**config.mk**
```make
export PLATFORM = sky130hd
export DESIGN_NAME = rmwseq_top
export DESIGN_NICKNAME = d
export VERILOG_FILES = /design/src/shared/rmwseq_pkg.sv /design/src/shared/rmwseq_mem_if.sv /design/src/rtl/rmwseq_opnd_mem.sv /design/src/rtl/rmwseq_beat_cnt.sv /design/src/rtl/rmwseq_top.sv
export SDC_FILE = /design/constraint.sdc
export NUM_CORES = 1
export LEC_CHECK = 0
export ABC_AREA = 1
export ABC_CLOCK_PERIOD_IN_PS = 5300
export BUFFER_PORTS_ARGS = -buffer_cell sky130_fd_sc_hd__buf_4
export CAP_MARGIN = 10
export CORE_AREA = 4 4 170 172
export CTS_BUF_LIST = sky130_fd_sc_hd__clkbuf_16
export DETAILED_ROUTE_END_ITERATION = 10
export DIE_AREA = 0 0 174 176
export PLACE_DENSITY_LB_ADDON = 0.25
export SYNTH_ARGS = -nofsm -noshare
export SYNTH_HDL_FRONTEND = slang
export SYNTH_SLANG_ARGS = --single-unit
```
**constraint.sdc**
```tcl
create_clock -name clk_sys -period 5.3 [get_ports clk_sys]
set_clock_uncertainty 0.1 [all_clocks]
set_input_delay 1.06 -clock clk_sys [delete_from_list [all_inputs] [get_ports clk_sys]]
set_output_delay 1.06 -clock clk_sys [all_outputs]
set_load 0.1 [all_outputs]
```
**src/shared/rmwseq_pkg.sv**
```systemverilog
/*
  Shared constants and types of the read-modify-write bus cycle sequencer.
  Assumes one clk_sys cycle stands for one half-clock bus state.
*/
`default_nettype none
package rmwseq_pkg;
  localparam int unsigned ADDR_W = 32;
  localparam int unsigned DATA_W = 32;
  localparam int unsigned BEAT_W = 3;
  localparam int unsigned TYPE_LSB = 16;
  localparam int unsigned TYPE_MSB = 19;
  localparam logic [2:0] FC_CPU_SPACE = 3'h7;
  localparam logic [3:0] CPU_TYPE_BKPT = 4'h0;
  localparam logic [3:0] CPU_TYPE_MODULE = 4'h1;
  localparam logic [3:0] CPU_TYPE_COPRO = 4'h2;
  localparam logic [3:0] CPU_TYPE_IACK = 4'hf;
  localparam logic STB_NEGATED = 1'b1;
  localparam logic RNW_READ = 1'b1;
  localparam logic RNW_WRITE = 1'b0;
  localparam logic [2:0] FC_RST = 3'h0;
  localparam logic [ADDR_W-1:0] ADDR_RST = 32'h0000_0000;
  localparam logic [DATA_W-1:0] DATA_RST = 32'h0000_0000;
  localparam logic [BEAT_W-1:0] BEAT_RST = 3'h0;

  // Gray codes along the read, modify and write path
  typedef enum logic [3:0] {
    ST_IDLE = 4'h0,
    ST_S0 = 4'h1,
    ST_S1 = 4'h3,
    ST_S2 = 4'h2,
    ST_S3 = 4'h6,
    ST_S4 = 4'h7,
    ST_S5 = 4'h5,
    ST_MOD = 4'h4,
    ST_S6 = 4'hc,
    ST_S7 = 4'hd,
    ST_S8 = 4'hf,
    ST_S9 = 4'he,
    ST_S10 = 4'ha,
    ST_S11 = 4'hb
  } rmwseq_state_t;
endpackage
`default_nettype wire

```
**src/shared/rmwseq_mem_if.sv**
```systemverilog
/*
  Port between the sequencer and its operand read register store.
  Assumes both ends run on clk_sys.
*/
`timescale 1ns/1ps
`default_nettype none
interface rmwseq_mem_if #(parameter int unsigned AW = 3, parameter int unsigned DW = 32);
  logic wr_en;
  logic [AW-1:0] wr_addr;
  logic [DW-1:0] wr_data;
  logic [AW-1:0] rd_addr;
  logic [DW-1:0] rd_data;
  modport ctrl (output wr_en, output wr_addr, output wr_data, output rd_addr, input rd_data);
  modport mem (input wr_en, input wr_addr, input wr_data, input rd_addr, output rd_data);
endinterface
`default_nettype wire

```
**src/rtl/rmwseq_opnd_mem.sv**
```systemverilog
/*
  Small store for the operand beats captured during the read portion.
  Assumes writes and reads are qualified by the shared clock enable.
*/
`timescale 1ns/1ps
`default_nettype none
module rmwseq_opnd_mem #(
  parameter int unsigned AW = 3,
  parameter int unsigned DW = 32
) (
  input wire logic clk_sys,
  input wire logic rst_n,
  input wire logic ce,
  rmwseq_mem_if.mem port
);
  localparam int unsigned DEPTH = 1 << AW;
  logic [DW-1:0] mem_ff [DEPTH];
  logic [DW-1:0] rd_data_ff;

  always_ff @(posedge clk_sys)
  begin
    if (ce && port.wr_en)
    begin
      mem_ff[port.wr_addr] <= port.wr_data;
    end
  end

  always_ff @(posedge clk_sys)
  begin
    if (!rst_n)
    begin
      rd_data_ff <= '0;
    end
    else if (ce)
    begin
      rd_data_ff <= mem_ff[port.rd_addr];
    end
  end

  assign port.rd_data = rd_data_ff;
endmodule // rmwseq_opnd_mem
`default_nettype wire

```
**src/rtl/rmwseq_beat_cnt.sv**
```systemverilog
/*
  Beat index counter with a last-beat flag.
  Assumes limit holds the beat count minus one while counting.
*/
`timescale 1ns/1ps
`default_nettype none
module rmwseq_beat_cnt #(
  parameter int unsigned W = 3
) (
  input wire logic clk_sys,
  input wire logic rst_n,
  input wire logic ce,
  input wire logic clear,
  input wire logic step,
  input wire logic [W-1:0] limit,
  output logic [W-1:0] idx,
  output logic last
);
  logic [W-1:0] idx_ff;

  always_ff @(posedge clk_sys)
  begin
    if (!rst_n)
    begin
      idx_ff <= '0;
    end
    else if (ce)
    begin
      if (clear)
      begin
        idx_ff <= '0;
      end
      else if (step)
      begin
        idx_ff <= W'(idx_ff + 1'b1);
      end
    end
  end

  assign idx = idx_ff;
  assign last = (idx_ff == limit);
endmodule // rmwseq_beat_cnt
`default_nettype wire

```
**src/rtl/rmwseq_top.sv**
```systemverilog
/*
  Read-modify-write bus cycle sequencer: read beats S0-S5, idle modify states,
  optional write beats S6-S11 with acknowledge wait states, locked sequence flag.
  Assumes synchronous inputs, active-low acknowledges and one state per clk_sys cycle.
*/
`timescale 1ns/1ps
`default_nettype none
module rmwseq_top #(
  parameter int unsigned AW = rmwseq_pkg::ADDR_W,
  parameter int unsigned DW = rmwseq_pkg::DATA_W,
  parameter int unsigned BW = rmwseq_pkg::BEAT_W,
  parameter bit FULL_ADDR = 1'b1
) (
  input wire logic clk_sys,
  input wire logic rst_n,
  input wire logic ce,
  input wire logic rmw_start,
  input wire logic [BW-1:0] rd_beats_m1,
  input wire logic [BW-1:0] wr_beats_m1,
  input wire logic cpu_space,
  input wire logic [3:0] cpu_type,
  input wire logic [2:0] fc_in,
  input wire logic [AW-1:0] addr_in,
  input wire logic [DW-1:0] wr_data_in,
  input wire logic write_go,
  input wire logic write_skip,
  input wire logic [DW-1:0] data_in,
  input wire logic [1:0] port_size_ack_n,
  input wire logic bus_request_n,
  input wire logic [BW-1:0] rd_sel,
  output logic [AW-1:0] address,
  output logic [DW-1:0] data_out,
  output logic data_oe,
  output logic read_not_write,
  output logic [2:0] function_code,
  output logic address_strobe_n,
  output logic data_strobe_n,
  output logic buffer_enable_n,
  output logic early_cycle_start_n,
  output logic operand_cycle_start_n,
  output logic locked_cycle_flag_n,
  output logic bus_grant_n,
  output logic [BW-1:0] beat_idx,
  output logic in_write,
  output logic modify_phase,
  output logic seq_done,
  output logic [DW-1:0] read_data
);
  import rmwseq_pkg::*;

  rmwseq_state_t state_ff, nxt_state;
  logic ack_ff, rd_last, wr_last, wr_clear;
  logic [BW-1:0] rd_idx, wr_idx, rd_lim_ff, wr_lim_ff, beat_idx_ff;
  logic [AW-1:0] address_ff;
  logic [DW-1:0] data_out_ff;
  logic [2:0] fc_ff;
  logic data_oe_ff, rnw_ff, as_n_ff, ds_n_ff, buffer_enable_n_n_ff, cs_n_ff, lock_n_ff, grant_n_ff;
  logic in_write_ff, modify_ff, done_ff;

  rmwseq_mem_if #(.AW(BW), .DW(DW)) mem_if ();

  function automatic logic f_as(input rmwseq_state_t s);
    return s inside {ST_S1, ST_S2, ST_S3, ST_S4, ST_S7, ST_S8, ST_S9, ST_S10};
  endfunction

  function automatic logic f_ds(input rmwseq_state_t s);
    return s inside {ST_S1, ST_S2, ST_S3, ST_S4, ST_S9, ST_S10};
  endfunction

  function automatic logic f_buffer_enable_n(input rmwseq_state_t s);
    return s inside {ST_S2, ST_S3, ST_S4, ST_S7, ST_S8, ST_S9, ST_S10, ST_S11};
  endfunction

  function automatic logic f_drive(input rmwseq_state_t s);
    return s inside {ST_S8, ST_S9, ST_S10, ST_S11};
  endfunction

  // Places the CPU space type code on address bits 19-16
  function automatic logic [AW-1:0] f_addr(input logic [AW-1:0] a, input logic cs, input logic [3:0] t);
    logic [AW-1:0] r;
    r = a;
    if (cs)
    begin
      r[TYPE_MSB:TYPE_LSB] = t;
    end
    return r;
  endfunction

  rmwseq_beat_cnt #(.W(BW)) u_rd_cnt (
    .clk_sys(clk_sys), .rst_n(rst_n), .ce(ce),
    .clear(state_ff == ST_IDLE),
    .step(state_ff == ST_S5 && !rd_last),
    .limit(rd_lim_ff), .idx(rd_idx), .last(rd_last)
  );

  assign wr_clear = (state_ff == ST_MOD);

  rmwseq_beat_cnt #(.W(BW)) u_wr_cnt (
    .clk_sys(clk_sys), .rst_n(rst_n), .ce(ce),
    .clear(wr_clear),
    .step(state_ff == ST_S11 && !wr_last),
    .limit(wr_lim_ff), .idx(wr_idx), .last(wr_last)
  );

  // Read data taken at the end of S4
  assign mem_if.wr_en = (state_ff == ST_S4);
  assign mem_if.wr_addr = rd_idx;
  assign mem_if.wr_data = data_in;
  assign mem_if.rd_addr = rd_sel;

  rmwseq_opnd_mem #(.AW(BW), .DW(DW)) u_mem (
    .clk_sys(clk_sys), .rst_n(rst_n), .ce(ce), .port(mem_if.mem)
  );

  always_comb
  begin
    nxt_state = state_ff;
    case (state_ff)
      ST_IDLE: if (rmw_start) nxt_state = ST_S0;
      ST_S0: nxt_state = ST_S1;
      ST_S1: nxt_state = ST_S2;
      ST_S2: nxt_state = ST_S3;
      ST_S3: if (ack_ff) nxt_state = ST_S4;
      ST_S4: nxt_state = ST_S5;
      ST_S5: nxt_state = rd_last ? ST_MOD : ST_S0;
      ST_MOD:
      begin
        if (write_go) nxt_state = ST_S6;
        else if (write_skip) nxt_state = ST_IDLE;
      end
      ST_S6: nxt_state = ST_S7;
      ST_S7: nxt_state = ST_S8;
      ST_S8: nxt_state = ST_S9;
      ST_S9: if (ack_ff) nxt_state = ST_S10;
      ST_S10: nxt_state = ST_S11;
      ST_S11: nxt_state = wr_last ? ST_IDLE : ST_S6;
      default: nxt_state = ST_IDLE;
    endcase
  end

  always_ff @(posedge clk_sys)
  begin
    if (!rst_n) state_ff <= ST_IDLE;
    else if (ce) state_ff <= nxt_state;
  end

  // Acknowledge sampled at the end of S2/S8 and on every wait state
  always_ff @(posedge clk_sys)
  begin
    if (!rst_n) ack_ff <= 1'b0;
    else if (ce) ack_ff <= (state_ff inside {ST_S2, ST_S3, ST_S8, ST_S9}) && !(&port_size_ack_n);
  end

  always_ff @(posedge clk_sys)
  begin
    if (!rst_n)
    begin
      rd_lim_ff <= BEAT_RST;
      wr_lim_ff <= BEAT_RST;
    end
    else if (ce)
    begin
      if (state_ff == ST_IDLE && rmw_start) rd_lim_ff <= rd_beats_m1;
      if (state_ff == ST_MOD && write_go) wr_lim_ff <= wr_beats_m1;
    end
  end

  // Address, direction and function code change only on entering S0 or S6
  always_ff @(posedge clk_sys)
  begin
    if (!rst_n)
    begin
      address_ff <= ADDR_RST;
      rnw_ff <= RNW_READ;
      fc_ff <= FC_RST;
    end
    else if (ce)
    begin
      if (nxt_state == ST_S0 || nxt_state == ST_S6)
      begin
        address_ff <= f_addr(addr_in, cpu_space, cpu_type);
        fc_ff <= cpu_space ? FC_CPU_SPACE : fc_in;
        rnw_ff <= (nxt_state == ST_S0) ? RNW_READ : RNW_WRITE;
      end
    end
  end

  // Write data loaded on entering S8 and held through S11
  always_ff @(posedge clk_sys)
  begin
    if (!rst_n)
    begin
      data_out_ff <= DATA_RST;
      data_oe_ff <= 1'b0;
    end
    else if (ce)
    begin
      if (nxt_state == ST_S8) data_out_ff <= wr_data_in;
      data_oe_ff <= f_drive(nxt_state);
    end
  end

  // Strobes decoded from the coming state
  always_ff @(posedge clk_sys)
  begin
    if (!rst_n)
    begin
      as_n_ff <= STB_NEGATED;
      ds_n_ff <= STB_NEGATED;
      buffer_enable_n_n_ff <= STB_NEGATED;
      cs_n_ff <= STB_NEGATED;
    end
    else if (ce)
    begin
      as_n_ff <= !f_as(nxt_state);
      ds_n_ff <= !f_ds(nxt_state);
      buffer_enable_n_n_ff <= !(FULL_ADDR && f_buffer_enable_n(nxt_state));
      cs_n_ff <= !(FULL_ADDR && (nxt_state == ST_S0 || nxt_state == ST_S6));
    end
  end

  // Lock spans the whole sequence; grant only while nothing is locked
  always_ff @(posedge clk_sys)
  begin
    if (!rst_n)
    begin
      lock_n_ff <= STB_NEGATED;
      grant_n_ff <= STB_NEGATED;
    end
    else if (ce)
    begin
      lock_n_ff <= (nxt_state == ST_IDLE);
      grant_n_ff <= !(!bus_request_n && state_ff == ST_IDLE && nxt_state == ST_IDLE);
    end
  end

  always_ff @(posedge clk_sys)
  begin
    if (!rst_n)
    begin
      beat_idx_ff <= BEAT_RST;
      in_write_ff <= 1'b0;
      modify_ff <= 1'b0;
      done_ff <= 1'b0;
    end
    else if (ce)
    begin
      beat_idx_ff <= (state_ff inside {ST_MOD, ST_S6, ST_S7, ST_S8, ST_S9, ST_S10, ST_S11}) ? wr_idx : rd_idx;
      in_write_ff <= f_drive(nxt_state) || nxt_state inside {ST_S6, ST_S7};
      modify_ff <= (nxt_state == ST_MOD);
      done_ff <= (state_ff != ST_IDLE) && (nxt_state == ST_IDLE);
    end
  end

  assign address = address_ff;
  assign data_out = data_out_ff;
  assign data_oe = data_oe_ff;
  assign read_not_write = rnw_ff;
  assign function_code = fc_ff;
  assign address_strobe_n = as_n_ff;
  assign data_strobe_n = ds_n_ff;
  assign buffer_enable_n = buffer_enable_n_n_ff;
  assign early_cycle_start_n = cs_n_ff;
  assign operand_cycle_start_n = cs_n_ff;
  assign locked_cycle_flag_n = lock_n_ff;
  assign bus_grant_n = grant_n_ff;
  assign beat_idx = beat_idx_ff;
  assign in_write = in_write_ff;
  assign modify_phase = modify_ff;
  assign seq_done = done_ff;
  assign read_data = mem_if.rd_data;
endmodule // rmwseq_top
`default_nettype wire

```
Word-level counts from Yosys, hierarchy flattened
Memory sizes are Yosys's and may differ from the RTL's. A register that Yosys moved wholly into a read port is not among the register bits. Cells that the tools add are included.

Register bits after elaboration: 98. Bits in latches: 0. Memory bits (writable): 256. Bits in read-only memories: 0. Input port bits: 122. Output and inout bits: 114. Logic and storage cells: 109. Memories: 1.

Memories: u_mem.mem_ff (depth 8, width 32, rd ports 1, clocked after Yosys merged registers in 1, write ports 1, RTL line rmwseq_opnd_mem.sv:17) `logic [DW-1:0] mem_ff [DEPTH];`.

$add $sub $neg: 2. Multiply operators: 0. Div/mod/pow operators: 0. Order comparisons: 0. Equality and inequality tests: 27. Shift operators: 0. Multiplexer cells: 18. Bitwise operators: 0. Reductions and logical operators: 40.

Operators with widths (count): 4-bit case mux with 14 select lines (1); 4-bit == test, second input constant (12); 4-bit by 3-bit == test with 1-bit output, second input constant (7); 4-bit 2-to-1 mux (7); 3-bit 2-to-1 mux (7); 4-bit by 2-bit == test with 1-bit output, second input constant (4); 8-bit nonzero test (2); 2-bit AND reduction (7); 4-bit nonzero test (3); 1-bit zero test (10); 1-bit logical AND (9); 4-bit by 1-bit == test with 1-bit output, second input constant (2); 4-bit zero test (2); 7-bit nonzero test (1); 3-bit by 1-bit adder with 3-bit output, second input constant (2); 3-bit == test (2); 2-bit nonzero test (3); 6-bit nonzero test (1); 1-bit 2-to-1 mux (3); 1-bit logical OR (2).

Longest topological paths before layout
Depth in word-level cells: 6. Mapped depth: 14.

Modules after synthesis
From an unflattened synthesis, not the netlist that was laid out.

Cells, all modules: 1763. Area, all modules: 16319.4 sq um.

By module, submodules not included: rmwseq_opnd_mem (instances 1, cells an instance 1165, area an instance 11994.0 sq um, seq. area each 8328.0 sq um); rmwseq_top (instances 1, cells an instance 530, area an instance 3892.5 sq um, seq. area each 1841.8 sq um); rmwseq_beat_cnt (instances 2, cells an instance 34, area an instance 216.5 sq um, seq. area each 60.1 sq um).

Worst setup path after synthesis
OpenSTA, ideal clock, no wires.

Kind: input to register. Start: input ce. End: memory u_mem.mem_ff[0][0], enable pin. Arrival time: 3.784 ns. Path slack: 0.955 ns. Stages on the path: 5. Cell sequence: inv_1 -> buf_1 -> nor2_1 -> nand2_1 -> nor3_1.

Cells in the longest elaborated chain, start to end: 3.

RTL lines: start: declaration (RTL line rmwseq_top.sv:16) `input wire logic ce,`; 1-bit logical AND (RTL line rmwseq_opnd_mem.sv:22) `if (ce && port.wr_en)`; 1-bit 2-to-1 mux (RTL line rmwseq_opnd_mem.sv:22); 1-bit 2-to-1 mux (not written as such) (RTL line rmwseq_opnd_mem.sv:24) `mem_ff[port.wr_addr] <= port.wr_data;`; end: declaration (RTL line rmwseq_opnd_mem.sv:17).

No other way between the ends.

Worst setup path after layout
Start: register state_ff[2]. End: register data_out_ff[22] (netlist: data_out[22]).

Cells in the longest elaborated chain, start to end: 5. Elaborated cells between the ends (all ways): 22.

RTL lines: start: declaration (RTL line rmwseq_top.sv:51) `rmwseq_state_t state_ff, nxt_state;`; start signal: assignment (RTL line rmwseq_top.sv:144) `else if (ce) state_ff <= nxt_state;`; 4-bit 2-to-1 mux (RTL line rmwseq_top.sv:129) `else if (write_skip) nxt_state = ST_IDLE;`; 4-bit 2-to-1 mux (RTL line rmwseq_top.sv:128) `if (write_go) nxt_state = ST_S6;`; 4-bit case mux with 14 select lines * (RTL line rmwseq_top.sv:118) `case (state_ff)`; 4-bit == test * (RTL line rmwseq_top.sv:198) `if (nxt_state == ST_S8) data_out_ff <= wr_data_in;`; 2-bit AND reduction (no source line) *; end signal: assignment (RTL line rmwseq_top.sv:198); end: declaration (RTL line rmwseq_top.sv:55) `logic [DW-1:0] data_out_ff;`.

Mark *: on every way between the ends. The rest lies on a longest branch, timed or not. A chain may end at the register's enable or synchronous reset.

==> parameters.txt <==
Parameter                              Value

STA
  Final critical path time including I/O delays and setup ... 3120 ps
  Accumulated negative setup slack ... 0 ps
  Number of hold violations in the final report ... 0
  Peak Freq ... about 320 MHz
  Fin crit share ... roughly 59%
  Post-route setup slack ... between 2000 and 2500 ps
  Setup repair after global routing missed its margin ... no
  Transition at the pin with the smallest max-transition slack ... between 1000 and 1500 ps
  Max Slew Vio Count ... 0
  Worst slew margin ... 32.7%
  Worst hold slack across all endpoints ... around 360 ps
  Final Setup Violations ... 0

Power and ir drop
  Relative contribution of the clock network to total power ... just under 40%
  Final total power ... approximately 6.9 mW
  Portion of total power attributed to combinational logic ... a little over an eighth
  Switching Share ... a little over a quarter
  Power Density ... 370 nW/um2
  Part of the total power dissipated in sequential elements ... approximately 48%
  Static Leak ... roughly 7.5 nW
  Largest vdd supply drop ... between 300 and 400 uV
  Pint ... just over 5 mW
  Net load switching power ... between 1.5 and 2 mW

Synthesis
  Post-synthesis xor/xnor area fraction ... less than 1%
  Area share of the largest cell type after synthesis ... about half
  Share of async-settable or async-resettable flops after synthesis ... 0%
  Largest family of logic cells by synthesized area ... compound AO/OA/AOI/OAI gates
  Cell area after technology mapping ... between 15000 and 20000 um2
  Main flop type after synthesis ... sky130_fd_sc_hd__edfxtp_1
  Flip-flop and latch count after synthesis ... between 300 and 400
  Synth Area in Compound Gates ... between 10% and 20%
  Net Count, Synth ... 1525
  Most area-consuming cells after synthesis ... sky130_fd_sc_hd__edfxtp_1 (50%), sky130_fd_sc_hd__dfxtp_1 (17%), sky130_fd_sc_hd__o21ai_0 (5.7%), sky130_fd_sc_hd__a21oi_1 (5.0%), sky130_fd_sc_hd__mux2i_1 (4.2%)
  Total of warnings raised by yosys ... 0
  Post-synthesis cell count ... roughly 1400
  Multiplexer area fraction after synthesis ... around 4.2%
  Arithmetic-cell share of the synthesized area counting full adders, half adders and majority gates ... 0.163%
  Synth cell types ... 35
  Share of synthesized area occupied by flip-flops and latches ... approximately two thirds
  Simple-gate share of the synthesized area ... between 10 and 15%
  EDFF count, synth ... 256
  Mean cell area of the mapped netlist ... ~11 um2
  Area leader, netlist ... sky130_fd_sc_hd__edfxtp_1

Die
  Die X ... about 170 um
  Total I/O pin count ... approximately 240
  Starting density of the core ... 55.9%
  Die Height ... between 150 and 200 um
  Number of standard-cell rows in the floorplan ... just over 60
  Die Area ... 30600 um2
  Placeable Area ... around 27000 um2

Setup path
  Worst path max stage delay ... roughly 900 ps
  Largest fanout of any net on the critical path ... 33
  Cell occurring most often along the worst timing path ... sky130_fd_sc_hd__nand2_1
  Endpoint kind of the worst setup timing path ... flop
  Worst r2r path cells ... 7
  Category of the most critical setup path ... reg2reg
  Crit-path slowest cell ... sky130_fd_sc_hd__nand2_1
  Data arrival time of the critical path ... around 3400 ps
  Kind of start point of the critical path ... flop
  Cells along the critical path ... nand2_2 -> inv_1 -> nand2_1 -> inv_1 -> nand2_1 -> nand2_1 -> a21oi_1
  Req. time, crit path ... about 5600 ps

Finish
  Post-synthesis to final-layout area growth ... 21.4%
  Utilization after layout ... around two thirds
  Count of filler cells inserted in the layout ... 2052
  Count of placed standard cells in the final layout, fillers left out ... roughly 2000
  Net count reported at finish ... ~1700
  Area of all placed cells without fillers ... about 19000 um2
  Fraction of layout cells with a size suffix above 1 ... between 20% and 30%

Status
  Outcome ... completed

Clocking
  Clock sink total ... just under 400
  Post-CTS resize count ... 0
  Clock-pin slew reported for the worst setup and hold paths after clock tree synthesis ... 60 ps
  CTS tree ... yes
  Insertion delay to the later sink of the worst-skew pair ... between 500 and 600 ps
  Root buffer cell ... sky130_fd_sc_hd__clkbuf_16
  Number of buffers added for setup after CTS ... 0
  Number of CTS-inserted buffers ... 39
  Number of buffers between clock root and the deepest sink ... 3
  Number of H-tree branching levels ... 2
  Hold buffer count at cts ... 0

GRT
  First-pass GRT wire length ... ~55000 um
  Number of global-route vias before repair ... 10300
  Total grt overflow ... 0
  Overall track demand over capacity in global routing ... 22.5%
  Antenna violations before repair ... 1
  Largest net degree at the start of global routing ... roughly 110

Placed design
  Instance area after placement ... ~17000 um2
  Dpl ws ... ~1800 ps
  Detail Placement HPWL ... 20900 um
  Total of buffers placed on input and output ports ... about 240
  Inst Count DP ... around 1900
  Final weighted congestion in routability-driven placement ... ~0.84

Detailed routing
  TritonRoute pass-1 iters ... 5
  Number of design rule violations left after detail routing ... 0
  Routed wirelength normalized by instance count ... 17.8 um
  DRT iter0 DRCs ... 823
  Number of nets with antenna violations after detailed routing ... 0
  Total detailed-routing wirelength ... roughly 35000 um
  Count of vias placed by the detailed router ... approximately 11000
  Detailed-route vias per instance ... around 5.5

Flow run
  Max_cap viols ... 0

Worst hold path
  Number of stages on the worst hold path ... 2
  Hold Crit Class ... reg2reg
cells in the final DEF (no fill, tap or decap), drive strengths merged:
master and n:
edfxtp 256, buf 251, o21ai 175, a21oi 152, nand2 147, inv 145
dfxtp 130, nor2 104, nand3 86, mux2i 64, clkbuf 40, o211ai 36
clkinv 19, nor3 10, a211oi 4, or2 4, bufinv 4, o21bai 2
xnor2 2, ha 2, diode 1, xor2 1, nand4 1, a22o 1
o31ai 1, and3 1, o22ai 1
cell type report:
type,count,area [um2],share of cell area [%]
inverter,136,510,2.74
sequential,386,10300,55.2
timing repair buffer,251,1900,10.2
tap,346,433,2.32
clock buffer,40,1000,5.37
antenna,1,2.50,0.0134
clock inverter,32,249,1.34
multi-input combinational,794,4250,22.8
logic make-up (layout without fill, tap and decap cells):
group / after synthesis / in the layout
multiplexers: 64 / 64
flip-flops: 386 / 386
AO/OA/AOI/OAI: 372 / 372
AND/OR/NAND/NOR: 353 / 353
adder cells (fa/ha/maj): 2 / 2
buffers and inverters: 221 / 459
other: 0 / 1
XOR/XNOR: 3 / 3
power groups by stage:
stage,clock network (mW),registers [mW],logic (mW)
after detailed placement,0,3.37,0.943
final,2.65,3.31,0.942
after floorplan,0,3.76,0.290
after global placement,0,3.37,0.930
after global routing,2.84,3.31,1.01
after CTS,2.70,3.31,0.945
path summary, 6_finish.rpt:
| check | end | slack (ps) | startpoint |
|---|---|---|---|
| hold / removal | read_not_write$_SDFFE_PN1P_ | 360 | read_not_write$_SDFFE_PN1P_ |
| setup / recovery | data_out[22]$_SDFFE_PN0P_ | 2180 | state_ff[2]$_SDFFE_PN0P_ |
| hold reg to reg | read_not_write$_SDFFE_PN1P_ | 360 | read_not_write$_SDFFE_PN1P_ |
| setup reg to reg | data_out[22]$_SDFFE_PN0P_ | 2180 | state_ff[2]$_SDFFE_PN0P_ |
cell usage after synthesis, types with 10 or more instances:
library cell               count
sky130_fd_sc_hd__o211ai_1     36
sky130_fd_sc_hd__dfxtp_1     130
sky130_fd_sc_hd__nand2_1     144
sky130_fd_sc_hd__clkbuf_1     56
sky130_fd_sc_hd__nor3_1       10
sky130_fd_sc_hd__mux2i_1      64
sky130_fd_sc_hd__edfxtp_1    256
sky130_fd_sc_hd__nor2_1       97
sky130_fd_sc_hd__nand3_1      82
sky130_fd_sc_hd__inv_1       124
sky130_fd_sc_hd__buf_2        17
sky130_fd_sc_hd__o21ai_0     174
sky130_fd_sc_hd__a21oi_1     152
routing by layer:
metal	global-route usage, %	vias to the layer above	share of wire [%]
met5	0	-	0.040
met4	5.67	2	1.7
met3	4.28	48	6.8
met2	38.2	354	49
met1	30.2	5138	43
li1	-	5306	-
state kept, by name, summed over array words and instances, names as in the netlist, 3 cells and up:
register and count:
address 32, beat_idx 3, data_out 32, function_code 3, rd_lim_ff 3, state_ff 4
u_mem.mem_ff 256, u_mem.port.rd_data 32, u_rd_cnt.idx 3, u_wr_cnt.idx 3, wr_lim_ff 3
critical path: cells and delay by family (launching register included):
kind                   cells  cell delay, ps
AO/OA/AOI/OAI              1              90
flip-flops                 1             550
AND/OR/NAND/NOR            4            1380
buffers and inverters      2             850
(Power assumes the default switching activity.)
